`src/rtl/fpicx_map.svh`:
```
// register indices, field positions, reset values and timing for the panel bank
`ifndef FPICX_MAP_SVH
`define FPICX_MAP_SVH

// sequencer port select: index port or data port
`define FPICX_PORT_INDEX        1'b0
`define FPICX_PORT_DATA         1'b1

// register indices seen through the data port
`define FPICX_IDX_ICON_Y_HIGH   8'h4C
`define FPICX_IDX_ICON_Y_LOW    8'h4D
`define FPICX_IDX_ICON_BASE     8'h4E
`define FPICX_IDX_PANEL_GAP     8'h4F
`define FPICX_IDX_FB_SIZE_LOW   8'h50
`define FPICX_IDX_FB_SIZE_HIGH  8'h51
`define FPICX_IDX_MOD_CONTROL   8'h52
`define FPICX_IDX_MOD_DUTY      8'h53
`define FPICX_IDX_HORIZ_CTRL    8'h54
`define FPICX_IDX_HORIZ_MODES   8'h55
`define FPICX_IDX_VERT_CTRL     8'h56
`define FPICX_NUM_REGS          11

// writable bits of each register; the rest read as zero
`define FPICX_MASK_ICON_Y_HIGH  8'h03
`define FPICX_MASK_FULL         8'hFF
`define FPICX_MASK_MOD_CONTROL  8'h73
`define FPICX_MASK_HORIZ_CTRL   8'h9F
`define FPICX_MASK_HORIZ_MODES  8'h1F
`define FPICX_MASK_VERT_CTRL    8'h1F

// reset value shared by every register of the bank
`define FPICX_RESET_VALUE       8'h00

// backlight modulator control fields
`define FPICX_MOD_ENABLE_BIT    0
`define FPICX_MOD_SOURCE_BIT    1
`define FPICX_MOD_PRESCALE_LSB  4
`define FPICX_MOD_PRESCALE_MSB  6

// horizontal compensation fields
`define FPICX_TEXT_LSB          0
`define FPICX_TEXT_MSB          1
`define FPICX_GFX_LSB           2
`define FPICX_GFX_MSB           3
`define FPICX_HCENTER_BIT       4
`define FPICX_LINEGFX_BIT       7

// per-mode horizontal enables
`define FPICX_NARROW_TEXT_BIT   0
`define FPICX_WIDE_TEXT_BIT     1
`define FPICX_LOW_GFX_BIT       2
`define FPICX_MID_GFX_BIT       3
`define FPICX_HIGH_GFX_BIT      4

// memory geometry: one unit is 8K bytes, 2 MByte boundary
`define FPICX_UNIT_SHIFT        13
`define FPICX_ADDR_WIDTH        23

// one modulation period in pre-divided source clocks
`define FPICX_PERIOD_STEPS      256
`define FPICX_DUTY_FULL         8'hFF

`endif

```
`src/rtl/fpicx_pkg.sv`:
```
// types shared by the panel bank and its modulator
package fpicx_pkg;

	// two-bit stretch field coding, text and graphics alike
	typedef enum logic [1:0] {
		FPICX_STRETCH_OFF      = 2'h0,
		FPICX_STRETCH_LIMITED  = 2'h1,
		FPICX_STRETCH_RESERVED = 2'h2,
		FPICX_STRETCH_FULL     = 2'h3
	} fpicx_stretch_t;

	// pre-divider codes of the backlight modulator
	typedef enum logic [2:0] {
		FPICX_PRE_DIV1   = 3'h0,
		FPICX_PRE_DIV1P5 = 3'h1,
		FPICX_PRE_DIV2   = 3'h2,
		FPICX_PRE_DIV3   = 3'h4
	} fpicx_prescale_t;

endpackage

```
`src/rtl/fpicx_pwm.sv`:
```
// backlight modulator: pre-divider and 256-step duty comparator
`timescale 1ns/1ps
`default_nettype none
`include "fpicx_map.svh"

module fpicx_pwm
	import fpicx_pkg::*;
(
	input  wire logic       sys_clk,    // system clock
	input  wire logic       rst,        // synchronous reset
	input  wire logic       enable,     // modulation allowed
	input  wire logic       src_tick,   // one pulse per source clock rising edge
	input  wire logic [2:0] prescale,   // pre-divider code
	input  wire logic [7:0] duty,       // high steps per period
	output logic            mod_out     // registered modulated level
);

	logic [1:0] phase_r;    // position inside a division group of two or three edges
	logic [1:0] phase_last; // last phase before the group wraps
	logic       step;       // one pre-divided source clock
	logic [7:0] count_r;    // position in the modulation period

	// divide-by-2 wraps after two source edges, the others after three
	always_comb
	begin
		if (prescale == FPICX_PRE_DIV2)
			phase_last = 2'h1;
		else
			phase_last = 2'h2;
	end

	// phase of the source clock inside its division group
	// a wrap test by >= recovers a phase left over from a code change
	always_ff @(posedge sys_clk)
	begin
		if (rst || !enable)
			phase_r <= 2'h0;
		else if (src_tick)
			phase_r <= (phase_r >= phase_last) ? 2'h0 : phase_r + 2'h1;
	end

	// prescale step select
	// div 1.5 steps on two edges of every three; reserved codes stop
	always_comb
	begin
		case (fpicx_prescale_t'(prescale))
			FPICX_PRE_DIV1:   step = src_tick;
			FPICX_PRE_DIV1P5: step = src_tick && (phase_r != 2'h1);
			FPICX_PRE_DIV2:   step = src_tick && (phase_r == 2'h0);
			FPICX_PRE_DIV3:   step = src_tick && (phase_r == 2'h0);
			default:          step = 1'b0;
		endcase
	end

	always_ff @(posedge sys_clk)
	begin
		if (rst || !enable)
			count_r <= 8'h00;
		else if (step)
			count_r <= count_r + 8'h01;
	end

	// duty comparison, full value pinned high
	always_ff @(posedge sys_clk)
	begin
		if (rst || !enable)
			mod_out <= 1'b0;
		else if (duty == `FPICX_DUTY_FULL)
			mod_out <= 1'b1;
		else
			mod_out <= (count_r < duty);
	end

endmodule
`default_nettype wire

```
`src/rtl/fpicx_bank.sv`:
```
// panel icon, passive-panel, backlight and expansion register bank
//
// How it works
// - icon vertical position: two high, eight low
// - icon base in 8K units, 4MB above 2MB
// - map select picks contiguous icon map
// - passive data area gap of 8K units
// - sixteen-bit passive frame size from two bytes
// - modulator drives shared pin unless 512Kx32
// - source select: reference or bus clock
// - prescale codes 1, 1.5, 2, 3; rest reserved
// - one period is 256 pre-divided clocks
// - high time equals duty over 256
// - duty 00 low, FF high constantly
// - text stretch: off, 1.25 cap, full
// - full stretch on VGA forces 8-dot text
// - graphics stretch uses same two-bit coding
// - horizontal centering enable bit
// - line graphics bit: ninth dot background otherwise
// - per-mode stretch enables for five modes
// - per-mode enables need general stretch enabled
// - text vertical stretch: off, 480, full
`timescale 1ns/1ps
`default_nettype none
`include "fpicx_map.svh"

module fpicx_bank
	import fpicx_pkg::*;
(
	input  wire logic        sys_clk,            // 20 MHz system clock
	input  wire logic        rst,                // synchronous reset
	// indexed sequencer port
	input  wire logic        host_port_sel,      // 0 index, 1 data
	input  wire logic        host_wr,            // write strobe
	input  wire logic        host_rd,            // read strobe
	input  wire logic [7:0]  host_wdata,         // write byte
	output logic      [7:0]  host_rdata,         // registered read byte
	output logic             host_rdata_valid,   // read answer pulse
	// memory configuration and icon mode
	input  wire logic        mem_is_4mb,         // 4 MByte fitted
	input  wire logic        mem_is_512kx32,     // 512Kx32 memory type
	input  wire logic [22:0] mem_top_addr,       // top of video memory
	input  wire logic [2:0]  icon_map_select,    // icon map number
	// modulator source clock pins
	input  wire logic        ref_clk_pin,        // 14.31818 MHz reference
	input  wire logic        pci_clk_pin,        // bus clock
	// display mode of the current frame
	input  wire logic        text_mode,          // text, not graphics
	input  wire logic        vga_panel,          // panel is VGA class
	input  wire logic        narrow_text_mode,   // 40-character text
	input  wire logic        wide_text_mode,     // 80-character text
	input  wire logic        low_res_gfx_mode,   // 640-column graphics
	input  wire logic        mid_res_gfx_mode,   // 800-column graphics
	input  wire logic        high_res_gfx_mode,  // 1024-column graphics
	// icon and passive panel geometry
	output logic      [9:0]  icon_vert_pos,      // icon y coordinate
	output logic      [22:0] icon_map_addr,      // selected map byte address
	output logic      [22:0] passive_data_start, // passive data byte address
	output logic      [15:0] passive_fb_size,    // frame size in quadwords
	// shared modulator pin
	output logic             mod_pin_out,        // modulated level
	output logic             mod_pin_oe,         // high while driving
	// expansion controls
	output logic             horiz_stretch_on,   // horizontal stretch active
	output logic             horiz_stretch_cap,  // limited to 1.25
	output logic             horiz_center_on,    // centre horizontally
	output logic             force_8dot_text,    // 9-dot text shown as 8-dot
	output logic             line_gfx_on,        // line graphics codes
	output logic             ninth_dot_bg,       // ninth dot uses background
	output logic             vert_stretch_on,    // text vertical stretch
	output logic             vert_stretch_cap    // limited to 480 lines
);

	// size of one icon map in bytes; the icon mode register sets geometry
	parameter int ICON_MAP_BYTES = 1024;
	// source pins pass this many flops before use
	parameter int SYNC_STAGES    = 3;

	// refuse values the address arithmetic or the three-stage synchroniser cannot serve
	initial
	begin
		if (ICON_MAP_BYTES < 1 || ICON_MAP_BYTES > 8192)
			$error("icon map size must be 1 to 8192 bytes");
		if (SYNC_STAGES != 3)
			$error("source pin synchroniser needs three stages");
	end

	// register file, index range 4C..56
	logic [7:0] regs_r [0:`FPICX_NUM_REGS-1];
	logic [7:0] index_r;          // selected register index
	logic [7:0] offset;           // index relative to the bank base
	logic       in_bank;          // index hits this bank
	logic [7:0] wr_mask;          // writable bits of the hit register
	logic [7:0] rd_value;         // value presented to a read

	// index arithmetic, shared by read and write
	always_comb
	begin
		offset  = index_r - `FPICX_IDX_ICON_Y_HIGH;
		in_bank = (index_r >= `FPICX_IDX_ICON_Y_HIGH) &&
		          (index_r <= `FPICX_IDX_VERT_CTRL);
	end

	// writable bit mask per register
	// reserved bits are never stored, so they read back as zero
	always_comb
	begin
		case (index_r)
			`FPICX_IDX_ICON_Y_HIGH: wr_mask = `FPICX_MASK_ICON_Y_HIGH;
			`FPICX_IDX_MOD_CONTROL: wr_mask = `FPICX_MASK_MOD_CONTROL;
			`FPICX_IDX_HORIZ_CTRL:  wr_mask = `FPICX_MASK_HORIZ_CTRL;
			`FPICX_IDX_HORIZ_MODES: wr_mask = `FPICX_MASK_HORIZ_MODES;
			`FPICX_IDX_VERT_CTRL:   wr_mask = `FPICX_MASK_VERT_CTRL;
			default:                wr_mask = `FPICX_MASK_FULL;
		endcase
	end

	// index port holds the register number for the data port
	always_ff @(posedge sys_clk)
	begin
		if (rst)
			index_r <= 8'h00;
		else if (host_wr && host_port_sel == `FPICX_PORT_INDEX)
			index_r <= host_wdata;
	end

	// data port writes store the masked byte
	// writes to indices outside the bank are ignored here
	always_ff @(posedge sys_clk)
	begin
		if (rst)
		begin
			for (int i = 0; i < `FPICX_NUM_REGS; i++)
				regs_r[i] <= `FPICX_RESET_VALUE;
		end
		else if (host_wr && host_port_sel == `FPICX_PORT_DATA && in_bank)
			regs_r[offset[3:0]] <= host_wdata & wr_mask;
	end

	// read source: index itself, a bank register, or zero
	always_comb
	begin
		if (host_port_sel == `FPICX_PORT_INDEX)
			rd_value = index_r;
		else if (in_bank)
			rd_value = regs_r[offset[3:0]];
		else
			rd_value = 8'h00;
	end

	// registered read answer, one cycle after the strobe
	always_ff @(posedge sys_clk)
	begin
		if (rst)
		begin
			host_rdata       <= 8'h00;
			host_rdata_valid <= 1'b0;
		end
		else
		begin
			host_rdata_valid <= host_rd;
			if (host_rd)
				host_rdata <= rd_value;
		end
	end

	// named views of the stored registers
	logic [7:0] y_high, y_low, icon_base, gap, size_lo, size_hi;
	logic [7:0] mod_ctrl, mod_duty, horiz_ctrl, horiz_modes, vert_ctrl;

	always_comb
	begin
		y_high      = regs_r[0];
		y_low       = regs_r[1];
		icon_base   = regs_r[2];
		gap         = regs_r[3];
		size_lo     = regs_r[4];
		size_hi     = regs_r[5];
		mod_ctrl    = regs_r[6];
		mod_duty    = regs_r[7];
		horiz_ctrl  = regs_r[8];
		horiz_modes = regs_r[9];
		vert_ctrl   = regs_r[10];
	end

	// geometry words
	logic [22:0] base_bytes;      // icon base as a byte address
	logic [22:0] map_offset;      // offset of the chosen map
	logic [22:0] gap_bytes;       // reserved gap in bytes

	// base in 8K units, lifted past 2 MByte on 4 MByte parts
	// maps are contiguous above the base
	// gap counted down from the top of memory
	always_comb
	begin
		base_bytes = {1'b0, mem_is_4mb, icon_base, 13'h0000};
		map_offset = `FPICX_ADDR_WIDTH'(icon_map_select) *
		             `FPICX_ADDR_WIDTH'(ICON_MAP_BYTES);
		gap_bytes  = {2'h0, gap, 13'h0000};
	end

	// geometry outputs held in flops
	always_ff @(posedge sys_clk)
	begin
		if (rst)
		begin
			icon_vert_pos      <= 10'h000;
			icon_map_addr      <= 23'h000000;
			passive_data_start <= 23'h000000;
			passive_fb_size    <= 16'h0000;
		end
		else
		begin
			icon_vert_pos      <= {y_high[1:0], y_low};
			icon_map_addr      <= base_bytes + map_offset;
			// software must keep the gap inside the memory fitted
			passive_data_start <= mem_top_addr - gap_bytes;
			// the value itself is the software's to compute
			passive_fb_size    <= {size_hi, size_lo};
		end
	end

	// source pin synchronisers; first stage feeds only the second
	logic [2:0] ref_sync_r, pci_sync_r;   // three-stage shift chains
	logic       ref_level_r, pci_level_r; // agreed level of each pin

	always_ff @(posedge sys_clk)
	begin
		if (rst)
		begin
			ref_sync_r <= 3'h0;
			pci_sync_r <= 3'h0;
		end
		else
		begin
			ref_sync_r <= {ref_sync_r[1:0], ref_clk_pin};
			pci_sync_r <= {pci_sync_r[1:0], pci_clk_pin};
		end
	end

	// a level counts once the second and third stages agree
	always_ff @(posedge sys_clk)
	begin
		if (rst)
		begin
			ref_level_r <= 1'b0;
			pci_level_r <= 1'b0;
		end
		else
		begin
			if (ref_sync_r[1] == ref_sync_r[2])
				ref_level_r <= ref_sync_r[2];
			if (pci_sync_r[1] == pci_sync_r[2])
				pci_level_r <= pci_sync_r[2];
		end
	end

	logic ref_rise, pci_rise;   // rising edge of each agreed level
	logic src_tick;             // rising edge of the selected source
	logic mod_enable;           // modulation allowed on this memory
	logic mod_level;            // modulator output

	// source clock select
	// sampling at 20 MHz only tracks sources well below that rate
	always_comb
	begin
		ref_rise = ref_sync_r[2] && ref_sync_r[1] && !ref_level_r;
		pci_rise = pci_sync_r[2] && pci_sync_r[1] && !pci_level_r;
		src_tick = mod_ctrl[`FPICX_MOD_SOURCE_BIT] ? pci_rise : ref_rise;
		mod_enable = mod_ctrl[`FPICX_MOD_ENABLE_BIT] && !mem_is_512kx32;
	end

	// modulator core
	fpicx_pwm u_pwm (
		.sys_clk  (sys_clk),
		.rst      (rst),
		.enable   (mod_enable),
		.src_tick (src_tick),
		.prescale (mod_ctrl[`FPICX_MOD_PRESCALE_MSB:`FPICX_MOD_PRESCALE_LSB]),
		.duty     (mod_duty),
		.mod_out  (mod_level)
	);

	// shared pin drive
	// the pin is released entirely on 512Kx32 memory
	always_comb
	begin
		mod_pin_oe  = mod_enable;
		mod_pin_out = mod_enable && mod_level;
	end

	// expansion decode
	fpicx_stretch_t text_h, gfx_h, text_v;
	logic           mode_has_own;   // current mode has a per-mode bit
	logic           mode_own_bit;   // that per-mode bit
	logic           general_on;     // general field enables stretch
	logic           general_cap;    // general field limits stretch

	// field coding, reserved treated as off
	always_comb
	begin
		text_h = fpicx_stretch_t'(horiz_ctrl[`FPICX_TEXT_MSB:`FPICX_TEXT_LSB]);
		gfx_h  = fpicx_stretch_t'(horiz_ctrl[`FPICX_GFX_MSB:`FPICX_GFX_LSB]);
		text_v = fpicx_stretch_t'(vert_ctrl[`FPICX_TEXT_MSB:`FPICX_TEXT_LSB]);
		if (text_mode)
		begin
			general_on  = (text_h == FPICX_STRETCH_LIMITED) ||
			              (text_h == FPICX_STRETCH_FULL);
			general_cap = (text_h == FPICX_STRETCH_LIMITED);
		end
		else
		begin
			general_on  = (gfx_h == FPICX_STRETCH_LIMITED) ||
			              (gfx_h == FPICX_STRETCH_FULL);
			general_cap = (gfx_h == FPICX_STRETCH_LIMITED);
		end
	end

	always_comb
	begin
		mode_has_own = 1'b0;
		mode_own_bit = 1'b0;
		if (text_mode && narrow_text_mode)
		begin
			mode_has_own = 1'b1;
			mode_own_bit = horiz_modes[`FPICX_NARROW_TEXT_BIT];
		end
		else if (text_mode && wide_text_mode)
		begin
			mode_has_own = 1'b1;
			mode_own_bit = horiz_modes[`FPICX_WIDE_TEXT_BIT];
		end
		else if (!text_mode && low_res_gfx_mode)
		begin
			mode_has_own = 1'b1;
			mode_own_bit = horiz_modes[`FPICX_LOW_GFX_BIT];
		end
		else if (!text_mode && mid_res_gfx_mode)
		begin
			mode_has_own = 1'b1;
			mode_own_bit = horiz_modes[`FPICX_MID_GFX_BIT];
		end
		else if (!text_mode && high_res_gfx_mode)
		begin
			mode_has_own = 1'b1;
			mode_own_bit = horiz_modes[`FPICX_HIGH_GFX_BIT];
		end
	end

	// expansion outputs held in flops, settle one cycle after a change
	always_ff @(posedge sys_clk)
	begin
		if (rst)
		begin
			horiz_stretch_on  <= 1'b0;
			horiz_stretch_cap <= 1'b0;
			horiz_center_on   <= 1'b0;
			force_8dot_text   <= 1'b0;
			line_gfx_on       <= 1'b0;
			ninth_dot_bg      <= 1'b1;
			vert_stretch_on   <= 1'b0;
			vert_stretch_cap  <= 1'b0;
		end
		else
		begin
			// per-mode bit gated by general field
			horiz_stretch_on  <= general_on && (!mode_has_own || mode_own_bit);
			horiz_stretch_cap <= general_on && general_cap &&
			                     (!mode_has_own || mode_own_bit);
			horiz_center_on   <= horiz_ctrl[`FPICX_HCENTER_BIT];
			// full text stretch on VGA panel
			force_8dot_text   <= vga_panel && text_mode &&
			                     (text_h == FPICX_STRETCH_FULL) &&
			                     (!mode_has_own || mode_own_bit);
			// line graphics or background ninth dot
			line_gfx_on       <= horiz_ctrl[`FPICX_LINEGFX_BIT];
			ninth_dot_bg      <= !horiz_ctrl[`FPICX_LINEGFX_BIT];
			vert_stretch_on   <= text_mode &&
			                     ((text_v == FPICX_STRETCH_LIMITED) ||
			                      (text_v == FPICX_STRETCH_FULL));
			vert_stretch_cap  <= text_mode &&
			                     (text_v == FPICX_STRETCH_LIMITED);
		end
	end

endmodule
`default_nettype wire

```
`config.mk`:
```
export PLATFORM = sky130hd
export DESIGN_NAME = fpicx_bank
export DESIGN_NICKNAME = d
export VERILOG_FILES = /design/src/rtl/fpicx_pkg.sv /design/src/rtl/fpicx_pwm.sv /design/src/rtl/fpicx_bank.sv
export VERILOG_INCLUDE_DIRS = /design/src /design/src/rtl
export SDC_FILE = /design/constraint.sdc
export NUM_CORES = 1
export LEC_CHECK = 0
export BUFFER_PORTS_ARGS = -buffer_cell sky130_fd_sc_hd__buf_2
export CAP_MARGIN = 20
export CORE_ASPECT_RATIO = 1.5
export CORE_UTILIZATION = 25
export CTS_BUF_LIST = sky130_fd_sc_hd__clkbuf_8
export DETAILED_ROUTE_END_ITERATION = 12
export HOLD_SLACK_MARGIN = 0.02
export PLACE_DENSITY = 0.49
export SLEW_MARGIN = 5
export SYNTH_ARGS = -nofsm -noshare
export SYNTH_HDL_FRONTEND = slang
export SYNTH_SLANG_ARGS = --single-unit
```
`constraint.sdc`:
```
create_clock -name sys_clk -period 8.21 [get_ports sys_clk]
set_input_delay 0.4105 -clock sys_clk [delete_from_list [all_inputs] [get_ports sys_clk]]
set_output_delay 0.4105 -clock sys_clk [all_outputs]
set_load 0.01 [all_outputs]
```
==> results.md <==
Run status:
- The flow ran to the end, and the final reports show no timing, DRC or antenna violations.

Routing:
- Using the TritonRoute via totals, the vias-per-cell ratio works out to 4.662.
- The first TritonRoute pass finished after 5 iterations.
- Summed over all layers, the routed wires come to 29310 µm.
- The initial DRC count is 519.
- After detailed routing, the number of remaining DRC violations is 0.
- In this run the remaining antenna-violating nets after routing total 0.
- In the final routed layout, each cell accounts on average for 19.55 µm.
- The routed layout has 6988 vias.

Place:
- After legalization and detailed placement, the total HPWL measured 21050 µm.
- The number of placed instances, taps included, is 1414.
- The placer's final routability congestion estimate is 0.7985.
- Port buffering added 129 buffers.

Logic synthesis:
- Dividing the synthesized area by the synthesized cell count gives 12.07 µm².
- The number of warnings printed during yosys synthesis is 0.
- Counting flops with a built-in enable in the synthesized netlist gives 120.
- The mapped cell area is 9967 µm².
- The sequential-to-total area share from yosys stat is 58.85%.
- The most used flip-flop cell after synthesis is edfxtp_1.
- The share of async-settable or async-resettable flops after synthesis is 0%.
- Counting every instance in the synthesized netlist gives 826.
- The netlist uses 64 different library cells.
- After synthesis the netlist holds a flip-flop and latch count of 233.

STA:
- The worst slew slack as a fraction of its limit is 28.80%.
- The worst setup skew after layout is 0.03613 ns.
- Setup repair after global routing left no endpoint under its margin.
- The number of hold violations in the final report was 0.
- The number of slew-limit violations in the final report is 0.
- For the pin with the worst max-slew slack, the measured transition is 1.057 ns.
- The share of the clock period used by the worst path after layout is 44.58%.
- The minimum period implied by the final worst setup slack is 3.660 ns.
- The count of endpoints failing setup in the final report is 0.
- Summed over all failing endpoints, the final setup total negative slack is 0 ns.
- The timing-limited maximum frequency is 273.2 MHz.

Global routing:
- For met1 alone, demand over resource in global routing was 16.62%.
- Entering global routing, the biggest net connects 71 pins.
- The highest-utilization routing layer at the global route stage is met2.
- The combined global-route utilization of all metal layers is 14.59%.
- The remaining global-route overflow is 0.
- The number of antenna violations at the first check in global routing was 1.
- The number of global-route vias before repair is 6913.
- The global-route met2 utilization is 25.71%.
- The first-pass GRT wire length is 43410 µm.
- For met3 alone, demand over resource in global routing was 2.407%.

Clock tree:
- The level count of the clock H-tree is 2.
- The CTS root buffer is clkbuf_8.
- After clock tree synthesis, the flow added hold-fix buffers numbering 4.
- TritonCTS built the clock tree.
- The number of clock buffers added by TritonCTS is 40.
- The number of instances resized during post-cts repair is 0.
- The post-CTS setup repair buffer count is 0.
- Counting every sink on the clock net gives 233.
- The maximum buffer depth of the clock tree is 3.
- The clock transition at the registers of the reported paths is 0.06 ns.
- The worst-skew pair later-pin latency is 0.57 ns.

Critical path:
- The worst setup path is captured at a flip-flop.
- The kind of start point of the critical path is a flip-flop.
- The most critical setup path has its endpoint at regs_r[4][7].
- In this run the worst setup path begins at index_r[2].
- The setup slack on the worst flop-to-flop path is 4.55 ns.
- The reg-to-reg startpoint is index_r[2].
- The arrival time at the worst endpoint is 3.82 ns.
- The path depth of the worst reg2reg path is 7.
- The endpoint identified for the worst register-to-register timing path is regs_r[4][7].
- The required time at the endpoint of the critical path is 8.37 ns.
- By startpoint and endpoint, the worst setup path is classified as reg2reg.
- The largest driver fanout on the critical path is 30.

Floorplanning:
- The floorplan step set the die width to 165.0 µm.
- The initial cell density of the core is 25.36%.
- The die covers 40690 µm².
- The chip height is 246.5 µm.
- The number of top-level pins is 141.
- In this run the core area contains 89 standard-cell rows.
- The area of the core is 39310 µm².

Cells and area:
- The area taken by multi-input logic gates is 3701 µm².
- For this run, the number of standard cells in the final layout without fillers is 1499.
- Cells with a size suffix above 1 make up 27.15% of the layout.
- Fill cells in the final layout number 4049.
- The library cells used most frequently in the layout, excluding fill and tap cells, are buf_2 (135), edfxtp_1 (120), dfxtp_1 (111).
- The utilization after layout is 30.43%.
- The layout overhead on the synthesized area is 20.02%.
- The most common cell after layout, fill and taps aside is buf_2.
- The total area of sequential cells is 5868 µm².
- The number of nets at the end of the flow is 1043.

Power:
- The worst voltage drop across the vdd grid is 0.0001170 V.
- For this design the static power due to leakage is 4.565 nW.
- For this design the ratio of total power to cell area is 214.2 nW/µm².

Job:
- The number of max-cap violations is 0.

Hold path:
- The class of the most critical hold timing path is in2reg.
==> worst max-delay path, stage by stage, from the launching register on <==
cell and delay (ns):
dfxtp_1 0.30, buf_4 0.37, inv_1 0.21, ha_1 0.66
nor2_1 0.19, nand2_1 0.08, a2111o_1 0.54, o21ai_0 0.88
==> per-layer routing <==
layer / up-vias / wire length (µm)
met5: - / 0
met4: 0 / 1420
met3: 79 / 1790
met2: 297 / 14870
met1: 3368 / 11230
li1: 3244 / -
==> area by class of cell <==
cell class | count | area share, %
clock inverter | 23 | 1.307
timing repair buffer | 153 | 6.840
clock buffer | 49 | 5.637
antenna | 1 | 0.02092
tap | 500 | 5.230
inverter | 31 | 0.9727
sequential | 233 | 49.05
multi-input combinational | 509 | 30.94
==> cells in the mapped netlist, types with 9 or more instances <==
cell | count | area (µm²)
buf_4 | 14 | 105.1
inv_1 | 30 | 112.6
dfxtp_1 | 113 | 2262
mux2i_1 | 16 | 160.2
buf_2 | 18 | 90.09
clkbuf_1 | 23 | 86.33
ha_1 | 24 | 300.3
nor4_1 | 9 | 56.30
mux4_2 | 31 | 698.2
nor2b_1 | 75 | 469.2
nand2_1 | 32 | 120.1
nor3_1 | 15 | 75.07
edfxtp_1 | 120 | 3603
a21oi_1 | 22 | 110.1
nand3_1 | 11 | 55.05
nand4_1 | 10 | 62.56
a211oi_1 | 10 | 75.07
o22ai_1 | 9 | 56.30
nor2_1 | 98 | 367.9
nand2b_1 | 10 | 62.56
o21ai_0 | 25 | 125.1
==> power by group <==
part | total (mW) | switching, mW | internal [mW] | leakage (nW)
logic | 0.195 | 0.118 | 0.0766 | 1.97
registers | 1.27 | 0.0215 | 1.25 | 2.12
clock network | 1.09 | 0.489 | 0.605 | 0.474
total | 2.56 | 0.629 | 1.93 | 4.56
==> state kept, by name, summed over array words and instances, names as in the netlist <==
| name | cells |
|---|---|
| horiz_stretch_on | 1 |
| passive_data_start | 23 |
| icon_map_addr | 12 |
| ref_sync_r | 3 |
| horiz_stretch_cap | 1 |
| pci_sync_r | 3 |
| pci_level_r | 1 |
| host_rdata_valid | 1 |
| index_r | 8 |
| ninth_dot_bg | 1 |
| u_pwm.phase_r | 2 |
| host_rdata | 8 |
| ref_level_r | 1 |
| force_8dot_text | 1 |
| icon_vert_pos | 10 |
| vert_stretch_on | 1 |
| horiz_center_on | 1 |
| u_pwm.mod_out | 1 |
| regs_r | 128 |
| line_gfx_on | 1 |
| u_pwm.count_r | 8 |
| passive_fb_size | 16 |
| vert_stretch_cap | 1 |
==> cells by family (layout without fill, tap and decap cells) <==
family          after synthesis  in the layout  share of synthesized area, %
mux                          54             54                         9.402
xor+xnor                      8              8                        0.7030
fa+ha+maj                    25             25                         3.214
buf+inv                      94            256                         4.444
flops                       233            233                         58.85
other cells                   1             12                       0.03762
compound gates              110            110                         7.294
simple gates                301            301                         16.06
==> through the flow <==
stage	hold slack, ns	setup WS (ns)	cell area (µm²)	total power [mW]
2_1_floorplan	0.4023	5.305	10000	1.414
3_3_place_gp	0.4456	4.595	11040	1.492
3_5_place_dp	0.4361	4.439	11040	1.492
4_1_cts	0.02067	4.439	11920	2.604
5_1_grt	0.02506	4.276	11960	2.669
6_report	0.05377	4.550	11960	2.563
==> worst min-delay path by stage <==
| stage | start | endpoint | cells past startpoint |
|---|---|---|---|
| global route | mem_top_addr[6] | passive_data_start[6] | 2 |
| CTS | icon_map_select[1] | icon_map_addr[11] | 2 |
| finish | icon_map_select[1] | icon_map_addr[11] | 2 |
| floorplan | regs_r[10][1] | vert_stretch_cap | 1 |
| detailed placement | ref_sync_r[0] | ref_sync_r[1] | 1 |
| global placement | ref_sync_r[0] | ref_sync_r[1] | 1 |
(Power assumes the default switching activity.)
